$ cat config.mk
export PLATFORM = sky130hd
export DESIGN_NAME = fcu_flash_check_unit
export DESIGN_NICKNAME = d
export VERILOG_FILES = /design/src/rtl/fcu_flash_check_unit.v
export VERILOG_INCLUDE_DIRS = /design/src /design/src/rtl
export SDC_FILE = /design/constraint.sdc
export NUM_CORES = 1
export LEC_CHECK = 0
export BUFFER_PORTS_ARGS = -buffer_cell sky130_fd_sc_hd__clkbuf_2
export CORE_ASPECT_RATIO = 1.1
export CORE_UTILIZATION = 48
export CTS_BUF_LIST = sky130_fd_sc_hd__clkbuf_2
export CTS_CLUSTER_SIZE = 28
export DETAILED_ROUTE_END_ITERATION = 12
export GPL_TIMING_DRIVEN = 0
export MAX_ROUTING_LAYER = met4
export PLACE_DENSITY = 0.74
export SLEW_MARGIN = 20
export SYNTH_ARGS = -nofsm -noshare
export SYNTH_HDL_FRONTEND = slang
export SYNTH_SLANG_ARGS = --single-unit
$ cat constraint.sdc
create_clock -name pclk -period 7.87 [get_ports pclk]
set_clock_uncertainty 0.2 [all_clocks]
set_input_delay 1.1805 -clock pclk [delete_from_list [all_inputs] [get_ports pclk]]
set_output_delay 1.1805 -clock pclk [all_outputs]
set_load 0.1 [all_outputs]
$ cat src/rtl/fcu_consts.vh
// Constants for the flash check unit: offsets, fields, resets, timing
`ifndef FCU_CONSTS_VH
`define FCU_CONSTS_VH

// ----------------------------------------------------------------------
// Bus and register map
// ----------------------------------------------------------------------
`define FCU_PAW           8
`define FCU_IDX_W         6
`define FCU_IDX_CTRL_1    6'h00
`define FCU_IDX_CTRL_2    6'h01
`define FCU_IDX_STATUS    6'h02
`define FCU_IDX_LAST      6'h02

// ----------------------------------------------------------------------
// Field positions
// ----------------------------------------------------------------------
`define FCU_C1_ENABLE     0
`define FCU_C1_FAIL_NMI_ENABLE      1
`define FCU_C1_SRST       7
`define FCU_ST_BUSY       0
`define FCU_ST_OK         1
`define FCU_DBG_BUSY      0
`define FCU_DBG_OK        1

// ----------------------------------------------------------------------
// Field encodings and reset values
// ----------------------------------------------------------------------
`define FCU_SRC_FULL      2'h0
`define FCU_SRC_BOOT_APP  2'h1
`define FCU_SRC_BOOT      2'h2
`define FCU_SRC_NONE      2'h3
`define FCU_MODE_PRIO     2'h0
`define FCU_MODE_INIT     2'h1
`define FCU_OK_RESET      1'h1

// ----------------------------------------------------------------------
// Checksum and timing
// ----------------------------------------------------------------------
`define FCU_AW            17
`define FCU_CRC_POLY      16'h1021
`define FCU_CRC_INIT      16'hFFFF
`define FCU_START_DLY     2'h3
`define FCU_FETCH_LAST    2'h2
`define FCU_WORD_BYTES    17'h0_0002
`define FCU_ADDR_ZERO     17'h0_0000

`endif

$ cat src/rtl/fcu_flash_check_unit.v
// Flash check unit: CRC-16 memory scan with APB registers and debug hooks
//
// Decided for this implementation: the register offsets and the APB slave port.
`timescale 1ns/1ps
`default_nettype none
`include "fcu_consts.vh"

// What this block does
// - Checksum uses CRC-16 polynomial x^16+x^12+x^5+1 over section bytes.
// - Accumulator preset to all ones before the first byte of each check.
// - Bytes fed one at a time from byte 0, most significant bit first.
// - Pass only if last two bytes hold checksum, high byte first.
// - While checking, the unit owns the flash and stalls the CPU.
// - One new 16-bit flash word fetched every third clock cycle.
// - A checksum mismatch clears the check-passed flag.
// - Failed check or debugger pass-flag write 0 with NMI enable raises NMI, held until reset.
// - NMI enable set by writing one, cleared only by system reset.
// - A failed check during reset start-up keeps the chip in reset.
// - After a start-up check: enable one, mode non-zero, section shown.
// - Debugger access suspends the unit; busy check restarts on release.
// - Suspended busy check still reads busy but scans nothing.
// - Synchronised status copy for the debugger; reading it releases.
// - Debugger busy write 0 cancels; write 1 schedules one check.
// - While busy, control second and NMI enable writes are ignored.
// - Debugger pass-flag write 0 may raise NMI; after NMI writes blocked.
// - Debugger pass-flag write 1 reads one while not busy.
// - Debugger control writes follow the same restrictions as CPU writes.
// - Scanner pauses during CPU sleep and continues on wake.
// - Section select: 0 full flash, 1 boot plus code, 2 boot, 3 reserved.
// - Pass flag one after reset, cleared on enable, reads 0 while busy.
// - Enable stays one after a check; rewrite restarts; zero stops later.
// - Soft reset strobe clears control and status next cycle, not NMI enable.
module fcu_flash_check_unit #(
  parameter [16:0] LAST_FLASH_BYTE = 17'h0_FFFF
) (
  // Clock and reset
  input  wire                 pclk,
  input  wire                 presetn,
  // APB slave
  input  wire                 psel,
  input  wire                 penable,
  input  wire                 pwrite,
  input  wire [`FCU_PAW-1:0]  paddr,
  input  wire [31:0]          pwdata,
  input  wire [3:0]           pstrb,
  output reg  [31:0]          prdata,
  output wire                 pready,
  output wire                 pslverr,
  // Program flash port
  output wire                 flash_req,
  output wire [15:0]          flash_addr,
  input  wire [15:0]          flash_rdata,
  // Section boundary fuses
  input  wire [16:0]          boot_end_fuse,
  input  wire [16:0]          app_end_fuse,
  input  wire [1:0]           reset_check_fuse,
  // System side
  input  wire                 init_active,
  input  wire                 cpu_sleep,
  output wire                 cpu_stall,
  output reg                  nmi_req,
  output reg                  chip_hold_reset,
  // Debugger side
  input  wire                 dbg_access,
  input  wire                 dbg_internal,
  input  wire                 dbg_disconnect,
  input  wire                 dbg_status_rd,
  input  wire                 dbg_status_wr,
  input  wire [1:0]           dbg_wdata,
  output reg  [1:0]           dbg_status
);

  // ----------------------------------------------------------------------
  // States
  // ----------------------------------------------------------------------
  localparam [2:0] ST_IDLE = 3'b001;
  localparam [2:0] ST_WAIT = 3'b010;
  localparam [2:0] ST_SCAN = 3'b100;

  // ----------------------------------------------------------------------
  // Functions
  // ----------------------------------------------------------------------
  // CRC-16 generator polynomial
  // One byte through the CRC, MSB first
  function [15:0] fcu_crc_byte;
    input [15:0] crc_in;
    input [7:0]  data;
    integer      i;
    reg   [15:0] r;
    begin
      r = crc_in;
      for (i = 7; i >= 0; i = i - 1) begin
        if (r[15] ^ data[i])
          r = {r[14:0], 1'b0} ^ `FCU_CRC_POLY;
        else
          r = {r[14:0], 1'b0};
      end
      fcu_crc_byte = r;
    end
  endfunction

  // Exclusive end address of the selected section
  function [16:0] fcu_sec_end;
    input [1:0] sel;
    begin
      case (sel)
        `FCU_SRC_BOOT_APP: fcu_sec_end = app_end_fuse;
        `FCU_SRC_BOOT:     fcu_sec_end = boot_end_fuse;
        default:           fcu_sec_end = LAST_FLASH_BYTE + 17'h0_0001;
      endcase
    end
  endfunction

  // ----------------------------------------------------------------------
  // State
  // ----------------------------------------------------------------------
  reg [2:0]          state;
  reg                enable;
  reg                fail_nmi_enable;
  reg [1:0]          mode;
  reg [1:0]          src;
  reg                busy;
  reg                ok;
  reg                srst_pend;
  reg                suspended;
  reg                init_run;
  reg                init_seen;
  reg [1:0]          wait_cnt;
  reg [1:0]          fetch_div;
  reg [15:0]         crc;
  reg [`FCU_AW-1:0]  cur_addr;

  // ----------------------------------------------------------------------
  // Decode
  // ----------------------------------------------------------------------
  wire [`FCU_IDX_W-1:0] idx = paddr[`FCU_PAW-1:2];
  wire mapped   = (paddr[1:0] == 2'h0) && (idx <= `FCU_IDX_LAST);
  wire apb_wr   = psel & penable & pwrite & pstrb[0] & mapped;
  wire run      = ~cpu_sleep & ~suspended;
  wire release_dbg = dbg_internal | dbg_disconnect | dbg_status_rd;
  wire wr_open  = ~nmi_req;
  // same gating for CPU and debugger control writes
  wire wr_c1    = apb_wr & wr_open & (idx == `FCU_IDX_CTRL_1);
  wire wr_c2    = apb_wr & wr_open & ~busy & (idx == `FCU_IDX_CTRL_2);
  // strobe needs idle when NMI enable is set
  wire srst_go  = wr_c1 & pwdata[`FCU_C1_SRST] & (~fail_nmi_enable | ~busy);
  wire dbg_wr   = dbg_status_wr & wr_open;
  wire fetch    = (state == ST_SCAN) & busy & run &
                  (fetch_div == `FCU_FETCH_LAST);
  wire last_wd  = (cur_addr + `FCU_WORD_BYTES) >= fcu_sec_end(src);
  // high byte at the lower address of the last word
  wire [15:0] stored = {flash_rdata[7:0], flash_rdata[15:8]};
  wire pass     = (crc == stored);
  wire fail_evt = fetch & last_wd & ~pass;
  wire init_go  = init_active & ~init_seen &
                  (reset_check_fuse != `FCU_SRC_NONE);

  // ----------------------------------------------------------------------
  // Outputs
  // ----------------------------------------------------------------------
  assign pready     = 1'b1;
  // Unmapped words answer with an error
  assign pslverr    = psel & penable & ~mapped;
  // CPU held while a check owns the flash
  assign cpu_stall  = busy;
  // word fetch request, held high while scanning; address steps every third cycle
  assign flash_req  = (state == ST_SCAN) & busy & run;
  assign flash_addr = cur_addr[15:0];

  // ----------------------------------------------------------------------
  // Register read data, loaded in the setup phase
  // ----------------------------------------------------------------------
  always @(posedge pclk or negedge presetn) begin
    if (!presetn) begin
      prdata <= 32'h0000_0000;
    end else if (psel & ~penable & ~pwrite) begin
      prdata <= 32'h0000_0000;
      case (idx)
        `FCU_IDX_CTRL_1: begin
          prdata[`FCU_C1_ENABLE] <= enable;
          prdata[`FCU_C1_FAIL_NMI_ENABLE]  <= fail_nmi_enable;
        end
        `FCU_IDX_CTRL_2: begin
          prdata[5:4] <= mode;
          prdata[1:0] <= src;
        end
        `FCU_IDX_STATUS: begin
          prdata[`FCU_ST_BUSY] <= busy;
          // pass flag reads 0 while busy
          prdata[`FCU_ST_OK]   <= ok & ~busy;
        end
        default: prdata <= 32'h0000_0000;
      endcase
    end
  end

  // synchronised status copy for the debugger
  always @(posedge pclk or negedge presetn) begin
    if (!presetn)
      dbg_status <= 2'h0;
    else
      dbg_status <= {ok & ~busy, busy};
  end

  // ----------------------------------------------------------------------
  // Sequencer, control and status
  // ----------------------------------------------------------------------
  always @(posedge pclk or negedge presetn) begin
    if (!presetn) begin
      state           <= ST_IDLE;
      enable          <= 1'b0;
      fail_nmi_enable           <= 1'b0;
      mode            <= `FCU_MODE_PRIO;
      src             <= `FCU_SRC_FULL;
      busy            <= 1'b0;
      // pass flag set out of reset
      ok              <= `FCU_OK_RESET;
      srst_pend       <= 1'b0;
      suspended       <= 1'b0;
      init_run        <= 1'b0;
      init_seen       <= 1'b0;
      wait_cnt        <= 2'h0;
      fetch_div       <= 2'h0;
      crc             <= `FCU_CRC_INIT;
      cur_addr        <= `FCU_ADDR_ZERO;
      nmi_req         <= 1'b0;
      chip_hold_reset <= 1'b0;
    end else begin
      srst_pend <= srst_go;
      if (dbg_access)
        suspended <= 1'b1;
      else if (release_dbg)
        suspended <= 1'b0;

      if (srst_pend) begin
        // clear control and status, keep NMI enable
        state    <= ST_IDLE;
        enable   <= 1'b0;
        mode     <= `FCU_MODE_PRIO;
        src      <= `FCU_SRC_FULL;
        busy     <= 1'b0;
        ok       <= 1'b0;
        init_run <= 1'b0;
      end else begin
        // Sequencer
        case (state)
          ST_IDLE: begin
            fetch_div <= 2'h0;
          end
          ST_WAIT: begin
            // start delay also pauses in sleep
            if (run) begin
              if (wait_cnt == 2'h1) begin
                state <= ST_SCAN;
                busy  <= 1'b1;
              end
              wait_cnt <= wait_cnt - 2'h1;
            end
          end
          ST_SCAN: begin
            // no progress while asleep or suspended
            if (busy & run) begin
              if (fetch_div == `FCU_FETCH_LAST)
                fetch_div <= 2'h0;
              else
                fetch_div <= fetch_div + 2'h1;
            end
            if (fetch & last_wd) begin
              state <= ST_IDLE;
              busy  <= 1'b0;
              ok    <= pass;
              if (init_run & pass)
                init_run <= 1'b0;
            end else if (fetch) begin
              crc      <= fcu_crc_byte(fcu_crc_byte(crc, flash_rdata[7:0]),
                                       flash_rdata[15:8]);
              cur_addr <= cur_addr + `FCU_WORD_BYTES;
            end
          end
          default: state <= ST_IDLE;
        endcase

        // busy check restarts when the debugger lets go
        if (suspended & release_dbg & busy) begin
          state     <= ST_SCAN;
          fetch_div <= 2'h0;
          crc       <= `FCU_CRC_INIT;
          cur_addr  <= `FCU_ADDR_ZERO;
        end

        // Control first: enable and NMI enable
        if (wr_c1 & ~srst_go) begin
          // zero only clears the bit, the check runs on
          enable <= pwdata[`FCU_C1_ENABLE];
          // NMI enable set-only, locked while busy
          if (pwdata[`FCU_C1_FAIL_NMI_ENABLE] & ~busy)
            fail_nmi_enable <= 1'b1;
          // start three cycles after enable, flag cleared
          if (pwdata[`FCU_C1_ENABLE] & ~busy) begin
            state    <= ST_WAIT;
            wait_cnt <= `FCU_START_DLY;
            ok       <= 1'b0;
            // accumulator preset for the new check
            crc      <= `FCU_CRC_INIT;
            cur_addr <= `FCU_ADDR_ZERO;
          end
        end

        if (wr_c2 & ~srst_go) begin
          mode <= pwdata[5:4];
          src  <= pwdata[1:0];
        end

        // Debugger writes to status
        if (dbg_wr) begin
          if (!dbg_wdata[`FCU_DBG_BUSY]) begin
            busy  <= 1'b0;
            state <= ST_IDLE;
          end else begin
            // schedule one check with current settings
            busy      <= 1'b1;
            state     <= ST_SCAN;
            fetch_div <= 2'h0;
            crc       <= `FCU_CRC_INIT;
            cur_addr  <= `FCU_ADDR_ZERO;
          end
          if (dbg_wdata[`FCU_DBG_OK] & ~busy)
            ok <= 1'b1;
          else if (!dbg_wdata[`FCU_DBG_OK])
            ok <= 1'b0;
        end

        // start-up check loads its settings once
        if (init_go) begin
          init_seen <= 1'b1;
          init_run  <= 1'b1;
          enable    <= 1'b1;
          mode      <= `FCU_MODE_INIT;
          src       <= reset_check_fuse;
          state     <= ST_SCAN;
          busy      <= 1'b1;
          ok        <= 1'b0;
          fetch_div <= 2'h0;
          crc       <= `FCU_CRC_INIT;
          cur_addr  <= `FCU_ADDR_ZERO;
        end
      end

      if (fail_evt & ~srst_pend)
        ok <= 1'b0;
      if (fail_nmi_enable & (fail_evt | (dbg_wr & ~dbg_wdata[`FCU_DBG_OK])))
        nmi_req <= 1'b1;
      // failed start-up check holds the chip in reset
      if (fail_evt & init_run)
        chip_hold_reset <= 1'b1;
    end
  end

endmodule
`default_nettype wire

## Word level (Yosys, flattened, before mapping)

Index checks and enable logic that the tools add are counted.

| word-level totals | value |
|---|---|
| output and inout port bits | 56 |
| logic and storage cells | 290 |
| bits of input ports | 110 |
| register bits | 60 |

| operators by class | value |
|---|---|
| bitwise gates (word level) | 85 |
| equal/unequal tests | 14 |
| $add $sub $neg | 3 |
| reductions and logical operators | 14 |
| $lt $le $gt $ge | 2 |
| multiplexer cells | 153 |

Operator list:

| kind | count |
|---|---|
| $mux 16 | 69 |
| $mux 13 | 16 |
| $mux 17 | 9 |
| $not 3->3 | 16 |
| $and 1x1->1 | 36 |
| $mux 2 | 17 |
| $pmux 17 s2 | 1 |
| $mux 3 | 10 |
| $mux 1 | 27 |
| $add 17x2->17 const B | 1 |
| $ge 17x17->1 | 1 |
| $eq 16x16->1 | 1 |
| $xor 1x1->1 | 16 |
| $reduce_bool 3->1 | 5 |
| $not 1->1 | 13 |
| $ne 5x5->1 const B | 2 |
| $pmux 3 s3 | 1 |
| $eq 6x1->1 const B | 1 |
| $eq 6x2->1 const B | 1 |
| $le 6x2->1 const B | 1 |
| $logic_not 6->1 | 1 |
| $pmux 2 s3 | 1 |
| $reduce_and 3->1 | 2 |
| $ne 5x4->1 const B | 1 |
| 17 further kinds | 22 |

## Longest topological paths before layout

Gate-level depths: netlist (run 1).

| logic depth | value |
|---|---|
| depth after elaboration | 103 |
| gate-level depth with buffers | 16 |
| gate-level depth less buffers | 14 |

## Least setup slack after synthesis (run 1)

No wires, ideal clock.

| path | value |
|---|---|
| kind | input to output |
| start | in paddr[2] |
| end | out pslverr |
| path buffers | 1 |
| data required time | 6489 ps |
| stages on the path | 3 |
| path slack | 3697 ps |
| data arrival time | 2793 ps |
| path through | clkbuf_1 a2111oi_0 nor2_1 |

| between the ends | value |
|---|---|
| word-level cells in the longest chain between the ends | 4 |

Ends and longest elaborated chain:

| item | RTL line | text |
|---|---|---|
| from (decl) | fcu_flash_check_unit.v:43 | `` input wire [`FCU_PAW-1:0] paddr, `` |
| $le 6x2->1 (no line) | -- |  |
| $logic_and 1x1->1 | fcu_flash_check_unit.v:137 | `` wire mapped = (paddr[1:0] == 2'h0) && (idx <= `FCU_IDX_LAST); `` |
| $not 1->1 | fcu_flash_check_unit.v:163 | `assign pslverr = psel & penable & ~mapped;` |
| $and 1x1->1 | fcu_flash_check_unit.v:163 |  |
| to (decl) | fcu_flash_check_unit.v:48 | `output wire pslverr,` |

Every way passes these cells.

## Final worst setup path (run 1)

| path | value |
|---|---|
| start | reg cur_addr[3] |
| end | reg crc[10] |

| between the ends | value |
|---|---|
| word-level cells in the longest chain between the ends | 11 |

Ends and longest elaborated chain:

| item | RTL line | text |
|---|---|---|
| from (decl) | fcu_flash_check_unit.v:131 | `` reg [`FCU_AW-1:0] cur_addr; `` |
| from (signal assigned) | fcu_flash_check_unit.v:225 | `` cur_addr <= `FCU_ADDR_ZERO; `` |
| from (signal assigned) | fcu_flash_check_unit.v:277 | `` cur_addr <= cur_addr + `FCU_WORD_BYTES; `` |
| from (signal assigned) | fcu_flash_check_unit.v:288 | `` cur_addr <= `FCU_ADDR_ZERO; `` |
| $add 17x2->17 (no line) * | -- |  |
| $ge 17x17->1 * | fcu_flash_check_unit.v:150 | `` wire last_wd = (cur_addr + `FCU_WORD_BYTES) >= fcu_sec_end(src); `` |
| $and 1x1->1 * | fcu_flash_check_unit.v:268 | `if (fetch & last_wd) begin` |
| $mux 16 * | fcu_flash_check_unit.v:268 |  |
| $mux 16 * | fcu_flash_check_unit.v:246 | `case (state)` |
| $mux 16 * | fcu_flash_check_unit.v:284 | `if (suspended & release_dbg & busy) begin` |
| $mux 16 | fcu_flash_check_unit.v:299 | `` if (pwdata[`FCU_C1_ENABLE] & ~busy) begin `` |
| $mux 16 * | fcu_flash_check_unit.v:292 | `if (wr_c1 & ~srst_go) begin` |
| $mux 16 | fcu_flash_check_unit.v:316 | `` if (!dbg_wdata[`FCU_DBG_BUSY]) begin `` |
| $mux 16 * | fcu_flash_check_unit.v:315 | `if (dbg_wr) begin` |
| $mux 16 * | fcu_flash_check_unit.v:334 | `if (init_go) begin` |
| to (signal assigned) | fcu_flash_check_unit.v:304 | `` crc <= `FCU_CRC_INIT; `` |
| to (signal assigned) | fcu_flash_check_unit.v:324 | `` crc <= `FCU_CRC_INIT; `` |
| to (signal assigned) | fcu_flash_check_unit.v:344 | `` crc <= `FCU_CRC_INIT; `` |
| to (decl) | fcu_flash_check_unit.v:130 | `reg [15:0] crc;` |

Every way passes the cells marked *; elsewhere a longest branch is shown, timed or not.
A chain may end at the register's enable or synchronous reset.

==> impl_metrics.ini, run 1 <==
[worst_setup_path]
rrSetupSlack_ns = 3.64
cp.depth = 16
critPathArrivalTime_ns = 4.47
crit_fanout = 10
critical_path.endpoint_type = flop
reg2reg_depth = 16
crit_start = cur_addr[3]
rr_endpoint = crc[10]
worstPathCellList = clkbuf_1, and3_1, and3_1, clkbuf_1, and2_1, and3_1, xor2_1, ha_1, a21oi_1, nand2_1, a221oi_1, o211a_1, nand2_1, a21oi_4, buf_6, a2bb2oi_1
crit_path_frequent_cell = and3_1
r2r_start = cur_addr[3]
crit_family = compound AO/OA/AOI/OAI gates
cp.required_ns = 8.11
crit_buf_inv = 3
worstSetupEndpoint = crc[10]
setup.worst_path.class = reg2reg
slowest_stage = a21oi_4
startpoint_type = flop
cp_slowest_stage_delay_ns = 0.40

[cts]
clock_path_buffers = 2
cts_inserted_buffers = 9
clock_sinks = 60
ctsHoldBuffers = 0
root_buffer = clkbuf_2
post_cts_resized = 0
cts.reportedPaths.clkPinSlew_ns = 0.18
htreeDepth = 3
tritoncts = done
post_cts_buffers = 0
clk_latency_ns = 0.51

[global_routing]
antenna_found_initial = 1
grt_pass1_wl_um = 17420
grt_pass1_vias = 3815
grt_max_degree = 54
overflow = 0
track_usage_pct = 23.01

[timing]
tns_ns = 0
tightestPinTransition_ns = 0.7275
fin_crit_sh_pct = 53.79
slew_viol_final = 0
period_minus_slack_ns = 4.233
slew_headroom_pct = 51.13
fmax_mhz = 236.2
finalHoldViolations = 0
setup_viol = 0
rsz0062_at_grt = no

[logic_synthesis]
ys_dominant_reg_cell = dfrtp_1
post-synth-top-area-cell = dfrtp_1
async_flop_share_pct = 100.0
synth_area_um2 = 4518
yosys_warnings = 0
avgSynthCellArea_um2 = 9.000
synth_cell_types = 52
syn_inst = 502
synth_top_area_share_pct = 23.26
synth_edf_count = 0
ys_top_cells_by_area = dfrtp_1 (23%), dfstp_2 (10%), xnor2_1 (9.7%), buf_4 (7.5%), ha_1 (5.8%)
ys_ff_latch = 60
seq_area_frac_synth_pct = 33.73

[power_and_ir_drop]
power.leakage_nw = 2.674
max-vdd-ir-drop_mv = 0.1634
power_mw = 1.108
powerDensity_nw_per_um2 = 202.3

[detailed_routing]
drtIter0Drc = 144
wl_um = 10430
drt-vias-per-instance = 5.179
drcViolationCount = 0
dr.pass1.iters = 4
wire_per_inst_um = 13.61
ant_nets = 0
vias = 3967

[final_layout]
nFillCells = 832
area_growth_pct = 21.19
layout.nets = 777
drive_gt1_share_pct = 32.57
final_core_util_pct = 60.78

[floorplanning]
die_h_um = 103.8
dieArea_um2 = 9805
num_io_pins = 166
fp.dieW_um = 94.51
start_util_pct = 50.15
core_area_um2 = 9009
placementRows = 36

[worst_hold_path]
min-delay-path-class = reg2reg

[status]
run_status = finished, final reports clean

[flow_run]
drv_cap = 0

[place]
gp_congestion = 0.8914
port_buffers = 105
dpl.hpwl_um = 8088
[synthesized netlist by cell type, drive strengths merged (2+ instances only)]
cell type  count
ha            21
or4            4
buf           52
nor2          18
a31oi          4
nor3b          5
dfstp         18
nor3           6
o2bb2ai        2
a21oi         51
clkbuf        16
nand2         30
xnor2         50
nand2b         6
or3            3
inv           14
a22oi         16
nor2b          5
a2bb2oi       16
xor2          13
a21o           5
a221oi         2
nand3         19
o21ai         18
a211oi         4
conb           2
and3          11
mux2i          8
a41oi          2
dfrtp         42
or2           16
nand4          6
and2           4
[placed cells by master, fill, tap and decap left out, types with 5 or more instances in the layout]
master / Yosys / layout
buf_4: 45 / 45
clkbuf_1: 16 / 16
dfstp_2: 18 / 18
inv_1: 14 / 14
nand3_1: 19 / 19
or2_2: 16 / 16
ha_1: 21 / 21
mux2i_1: 8 / 8
nand2_1: 30 / 30
dfrtp_1: 42 / 42
nor2b_1: 5 / 5
xor2_1: 13 / 13
o21ai_0: 18 / 18
conb_1: 2 / 29
nor2_1: 18 / 18
nand2b_1: 6 / 6
a21o_1: 5 / 5
a2bb2oi_1: 16 / 16
and3_1: 9 / 9
clkbuf_2: 0 / 115
nand4_1: 6 / 6
a21oi_1: 50 / 50
nor3_1: 6 / 6
a22oi_1: 16 / 16
xnor2_1: 50 / 50
[power by group]
part / leakage (nW) / internal, mW / switching, mW / total (mW)
logic: 1.84 / 0.190 / 0.318 / 0.508
registers: 0.742 / 0.328 / 0.0161 / 0.344
clock network: 0.0959 / 0.139 / 0.117 / 0.255
total: 2.67 / 0.657 / 0.451 / 1.11
[worst min path at each step]
stage | from | end | slack (ns) | cells past startpoint
floorplan | init_seen | init_seen | 0.22 | 1
global placement | cpu_stall | dbg_status[0] | 0.19 | 0
detailed placement | cpu_stall | dbg_status[0] | 0.19 | 0
CTS | cpu_stall | dbg_status[0] | 0.23 | 0
global route | presetn | mode[1] | 0.25 | 1
finish | cpu_stall | dbg_status[0] | 0.23 | 0
[per-layer routing]
layer  wire (µm)  vias to the layer above  global-route usage (%)
li1            -                     1995                       -
met1        4665                     1832                   28.38
met2        5134                      124                   37.37
met3         436                       16                   3.157
met4         188                        0                   9.848
met5           0                        -                       -
[worst reg2reg max path, delay by kind of cell, from the launching register on]
| kind | cells | cell delay (ns) |
|---|---|---|
| AO/OA/AOI/OAI | 5 | 1.27 |
| XOR/XNOR | 1 | 0.18 |
| adder cells (fa/ha/maj) | 1 | 0.28 |
| buffers and inverters | 3 | 0.70 |
| flip-flops | 1 | 0.39 |
| AND/OR/NAND/NOR | 6 | 1.12 |
[cells by family (layout without fill, tap and decap cells)]
group                      Yosys count  in the layout  synth area share, %
other                                2             30               0.1662
DFF                                 60             60                33.73
buffers and inverters               82            204                11.27
and+or+nand+nor                    136            136                16.26
adders and majority gates           21             21                5.816
muxes                                8              8                1.772
xor gates and xnor gates            63             63                12.21
AOI/OAI and AO/OA                  130            130                18.78
[sequential cells by signal, indices dropped and copies added (netlist names), 2 cells and up]
signal / count
wait_cnt: 2
dbg_status: 2
src: 2
cur_addr: 17
prdata: 4
fetch_div: 2
crc: 16
state: 3
mode: 2
[layout make-up]
cell class              instances  area, µm²  share of cell area, %
flip-flops and latches         60       1524                  27.83
clock buffers                  11      55.05                  1.005
diodes                          1      2.502                0.04570
clock inverters                 5      100.1                  1.828
multi-input cells             387       2586                  47.23
well taps                     114      142.6                  2.605
inverters                      14      52.55                 0.9598
repair buffers                106      555.5                  10.15
plain buffers                  68      456.7                  8.341
[per-stage QoR]
step	cells	hold WS, ns	worst slack (ns)	area [µm²]
6_report	766	0.2281	3.637	5475
5_1_grt	766	0.2483	3.296	5475
4_1_cts	765	0.2321	3.604	5473
3_5_place_dp	749	0.1927	3.653	5318
3_3_place_gp	748	0.1865	3.728	5288
2_1_floorplan	529	0.2193	3.697	4619
(Power assumes the default switching activity.)
==> run 2: changes to the inputs <==
==> constraint.sdc (replaced) <==
create_clock -name pclk -period 4.35 [get_ports pclk]
set_clock_uncertainty 0.2 [all_clocks]
set_input_delay 0.6525 -clock pclk [delete_from_list [all_inputs] [get_ports pclk]]
set_output_delay 0.6525 -clock pclk [all_outputs]
set_load 0.1 [all_outputs]
==> run 2 against run 1 <==
Sequential cell count unchanged. Via count is 0.50% higher. Critical path type unchanged. Sequential share of layout area decreased by 0.12 points. Register-to-register slack worse by 3.3 ns. Fmax rose by 5.6%. Clock power increased by 82%. Routed wire length grew 0.41%. Largest power group unchanged. Final area grew 0.43%. Non-clock buffer count increased by 2. First-iteration DRC count is 13% higher.
==> impl_metrics.ini, run 2 (synthesis results as in run 1) <==
[detailed_routing]
vias = 3987
wire_per_inst_um = 13.63
drtIter0Drc = 162
ant_nets = 0
drt-vias-per-instance = 5.191
dr.pass1.iters = 4
drcViolationCount = 0
wl_um = 10470

[global_routing]
overflow = 0
grt_pass1_wl_um = 17450
antenna_found_initial = 1
track_usage_pct = 23.04
grt_pass1_vias = 3821
grt_max_degree = 54

[place]
place_area_um2 = 5318
gp_congestion = 0.8914
dp.cells = 749
port_buffers = 105
dpl.hpwl_um = 8088
pre_cts_ws_ns = 0.1331

[timing]
tns_ns = 0
slew_headroom_pct = 50.96
finalHoldViolations = 0
worst_slack_ns = 0.3398
period_minus_slack_ns = 4.010
setup_viol = 0
tightestPinTransition_ns = 0.7300
rsz0062_at_grt = no
fin_crit_sh_pct = 92.19
slew_viol_final = 0
holdWs_ns = 0.1272
fmax_mhz = 249.4

[power_and_ir_drop]
switchingPower_mw = 0.8192
powerDensity_nw_per_um2 = 366.1
seqPwrFrac_pct = 31.0
power.leakage_nw = 2.683
power.internal_mw = 1.194
p_clk_share_pct = 23.0
p_comb_share_pct = 46.0
swShare_pct = 40.69
power_mw = 2.013
max-vdd-ir-drop_mv = 0.2959

[cts]
tritoncts = done
htreeDepth = 3
clock_sinks = 60
root_buffer = clkbuf_2
cts_inserted_buffers = 9
clk_latency_ns = 0.51
cts.reportedPaths.clkPinSlew_ns = 0.17
clock_path_buffers = 2

[final_layout]
nFillCells = 832
largest_reg_flops = 17
multiInputGateArea_um2 = 2589
drive_gt1_share_pct = 32.92
final_core_util_pct = 61.04
area_growth_pct = 21.71
layout.nets = 779
fin_area_um2 = 5499
final_common_cell = clkbuf_2
layout_common_cells = clkbuf_2 (115), xnor2_1 (50), a21oi_1 (50), buf_4 (47), dfrtp_1 (42)
reg.largest.list = cur_addr (17), crc (16), prdata (4)
final_cells = 768
regMostFlops = cur_addr
seq_area_um2 = 1524

[worst_setup_path]
critPathArrivalTime_ns = 4.20
rrSetupSlack_ns = 0.34
cp.depth = 15
critical_path.endpoint_type = flop
crit_buf_inv = 2
reg2reg_depth = 15
cp.required_ns = 4.54
crit_fanout = 10
worstPathCellList = ha_2, and3_1, clkbuf_1, and2_1, and3_1, xor2_1, ha_1, a21oi_1, nand2_1, a221oi_1, o211a_1, clkbuf_1, nand3_1, a21oi_1, a21oi_1
slowest_stage = dfrtp_1
crit_path_frequent_cell = a21oi_1
crit_family = compound AO/OA/AOI/OAI gates
setup.worst_path.class = reg2reg
cp_slowest_stage_delay_ns = 0.47
startpoint_type = flop

[flow_run]
drv_cap = 0

[floorplanning]
num_io_pins = 166
fp.dieW_um = 94.51
die_h_um = 103.8
start_util_pct = 50.15
placementRows = 36
dieArea_um2 = 9805
core_area_um2 = 9009

[status]
run_status = finished, final reports clean

[worst_hold_path]
min_path_cells = 2
min-delay-path-class = in2reg
[run 2: worst paths after layout]
check / from / end
worst min register to register: cpu_stall / dbg_status[0]
worst min-delay path: dbg_access / suspended
min in group asynchronous: presetn / mode[0]
max in group asynchronous: presetn / crc[5]
worst max-delay path: cur_addr[2] / cur_addr[9]
worst max register to register: cur_addr[2] / cur_addr[9]
[run 2: power by group through the flow]
stage / logic, mW / clock network [mW] / registers (mW)
floorplan: 0.666 / 0 / 0.690
global placement: 0.894 / 0 / 0.631
detailed placement: 0.918 / 0 / 0.632
CTS: 0.927 / 0.473 / 0.623
global route: 1.04 / 0.500 / 0.627
finish: 0.927 / 0.463 / 0.623
[run 2: repair_timing]
action	in CTS	in global routing
setup endpoints to repair	0	34
hold buffers	1	0
buffers inserted	0	2
hold endpoints to repair	7	0
gates resized for setup	0	1
[run 2: worst register-to-register path: stages (launching register included)]
cell and delay [ns]:
dfrtp_1 0.47, ha_2 0.29, and3_1 0.17, clkbuf_1 0.24, and2_1 0.25, and3_1 0.24
xor2_1 0.18, ha_1 0.28, a21oi_1 0.14, nand2_1 0.07, a221oi_1 0.28, o211a_1 0.28
clkbuf_1 0.39, nand3_1 0.15, a21oi_1 0.17, a21oi_1 0.09
[run 2: layer usage]
| metal | global-route usage [%] | vias up | wire length (µm) |
|---|---|---|---|
| li1 | - | 2000 | - |
| met1 | 28.43 | 1843 | 4665 |
| met2 | 37.42 | 126 | 5150 |
| met3 | 3.157 | 18 | 449 |
| met4 | 9.848 | 0 | 203 |
| met5 | - | - | 0 |
[run 2: layout make-up]
class / instances / share of cell area (%)
Multi-Input combinational cell: 387 / 47.08
Sequential cell: 60 / 27.71
Timing Repair Buffer: 109 / 10.56
Buffer: 67 / 8.237
Tap cell: 114 / 2.594
Clock inverter: 5 / 1.820
Clock buffer: 11 / 1.001
Inverter: 14 / 0.9556
Antenna cell: 1 / 0.04551
==> run 3: changes to the inputs <==
--- a/config.mk
+++ b/config.mk
@@ -12,7 +12,6 @@
 export CTS_BUF_LIST = sky130_fd_sc_hd__clkbuf_2
 export CTS_CLUSTER_SIZE = 28
 export DETAILED_ROUTE_END_ITERATION = 12
-export GPL_TIMING_DRIVEN = 0
 export MAX_ROUTING_LAYER = met4
 export PLACE_DENSITY = 0.74
 export SLEW_MARGIN = 20
==> run 3 against run 2 <==
Final area fell by 9.8%. Power fell by 11%. Cell count shrank 8.5%. Sequential power is 1% higher. Global-route usage shrank 0.95 points. Setup slack worse by 0.056 ns. Register-to-register slack lost 0.06 ns. Hold slack worse by 0.029 ns. Die area stayed put. Clock power is 41% lower.
==> impl_metrics.ini, run 3 (synthesis results as in run 1) <==
[global_routing]
grt_pass1_vias = 3656
antenna_found_initial = 0
overflow = 0
grt_pass1_wl_um = 16750
track_usage_pct = 22.09
grt_max_degree = 32

[worst_setup_path]
startpoint_type = flop
crit_family = simple AND/OR/NAND/NOR gates
reg2reg_depth = 13
worstPathCellList = ha_1, and3_1, and2_1, and3_1, xor2_1, ha_1, nand4_1, or4_1, o211a_1, buf_4, nand2b_1, nor2_1, a211o_1
critPathArrivalTime_ns = 4.33
rrSetupSlack_ns = 0.28
crit_buf_inv = 1
rr_endpoint = nmi_req
setup.worst_path.class = reg2reg
critical_path.endpoint_type = flop
cp_slowest_stage_delay_ns = 0.55
cp.required_ns = 4.62
crit_fanout = 10
slowest_stage = or4_1
r2r_start = cur_addr[2]

[worst_hold_path]
min-delay-path-class = in2reg
min_from = dbg_access
holdPathEnd = suspended
min_path_cells = 2

[cts]
clk_latency_ns = 0.51
cts.reportedPaths.clkPinSlew_ns = 0.16
htreeDepth = 3
clock_sinks = 60
root_buffer = clkbuf_2
post_cts_buffers = 0
clock_path_buffers = 2
cts_inserted_buffers = 9
tritoncts = done

[final_layout]
regMostFlops = cur_addr
area_growth_pct = 9.803
final_common_cell = clkbuf_2
fin_area_um2 = 4961
drive_gt1_share_pct = 27.84
reg.largest.list = cur_addr (17), crc (16), prdata (4)
final_cells = 703
layout_common_cells = clkbuf_2 (118), xnor2_1 (50), a21oi_1 (50), dfrtp_1 (41), nand2_1 (30)
layout.nets = 715
num_antenna_cells = 0
largest_reg_flops = 17

[detailed_routing]
drcViolationCount = 0
drtIter0Drc = 179
ant_nets = 0
vias = 3774
wire_per_inst_um = 14.35
drt-vias-per-instance = 5.368
dr.pass1.iters = 4
wl_um = 10090

[timing]
tightestPinTransition_ns = 0.9596
slew_viol_final = 0
rsz0062_at_grt = no
finalHoldViolations = 0
fin_crit_sh_pct = 93.48
period_minus_slack_ns = 4.067
slew_headroom_pct = 36.03
tns_ns = 0
setup_viol = 0
fmax_mhz = 245.9

[floorplanning]
start_util_pct = 50.15
die_h_um = 103.8
fp.dieW_um = 94.51
dieArea_um2 = 9805
num_io_pins = 166
placementRows = 36
core_area_um2 = 9009

[place]
place_area_um2 = 4873
gp_congestion = 0.8954
dpl.hpwl_um = 7719
port_buffers = 106
dp.cells = 686

[power_and_ir_drop]
powerDensity_nw_per_um2 = 361.3
max-vdd-ir-drop_mv = 0.3173
power.leakage_nw = 2.357

[flow_run]
drv_cap = 0

[status]
run_status = finished, final reports clean
[run 3: cell count changes in the layout (fill, tap and decap cells not counted), sizes merged]
| cell | previous run | this run |
|---|---|---|
| diode | 1 | 0 |
| buf | 55 | 5 |
| clkbuf | 131 | 118 |
| bufinv | 3 | 0 |
| clkinv | 2 | 4 |
[run 3: repair_timing]
item,in CTS,in global routing
gates resized for setup,0,1
hold buffers,1,0
endpoints found under the setup margin,0,1
hold endpoints to repair,20,0
[run 3: per-layer routing]
metal  part of all wire, %  track usage, %  vias up
li1                      -               -     1872
met1                    45           27.83     1765
met2                    49           35.71      128
met3                   4.7           3.451        9
met4                   1.2           7.792        0
met5                     0               -        -
[run 3: worst max path at each step]
stage / startpoint / to / slack [ns] / depth (start not counted)
global placement: cur_addr[2] / state[2] / 0.44 / 13
CTS: cur_addr[1] / nmi_req / 0.30 / 13
finish: cur_addr[2] / nmi_req / 0.28 / 13
floorplan: cur_addr[3] / cur_addr[4] / 0.74 / 15
global route: cur_addr[1] / nmi_req / 0.004 / 13
detailed placement: cur_addr[2] / state[2] / 0.35 / 13
[run 3: area by class of cell]
cell class | count | area (µm²)
Fill cell | 861 | 4048
Inverter | 14 | 52.55
Clock buffer | 12 | 60.06
Multi-Input combinational cell | 387 | 2586
Sequential cell | 60 | 1525
Timing Repair Buffer | 112 | 578.1
Tap cell | 114 | 142.6
Clock inverter | 4 | 16.27
[run 3: worst register-to-register path: stages (launching register included)]
cell      delay, ns
dfrtp_1        0.46
ha_1           0.31
and3_1         0.32
and2_1         0.24
and3_1         0.24
xor2_1         0.09
ha_1           0.32
nand4_1        0.13
or4_1          0.55
o211a_1        0.30
buf_4          0.20
nand2b_1       0.21
nor2_1         0.29
a211o_1        0.17
[run 3: stage by stage]
stage	total power [mW]	setup slack (ns)	utilization, %	hold WS [ns]
after global placement	1.494	0.4422	54.10	0.2413
after floorplan	1.356	0.7435	-	0.1569
final	1.793	0.2834	55.07	0.09846
after global routing	1.936	0.004331	55.07	0.06063
after detailed placement	1.521	0.3518	54.10	0.2588
after CTS	1.804	0.3020	55.06	0.06840
[run 3: power breakdown]
part / switching [mW] / internal [mW]
logic: 0.563 / 0.323
registers: 0.0374 / 0.594
clock network: 0.199 / 0.0761
total: 0.799 / 0.993
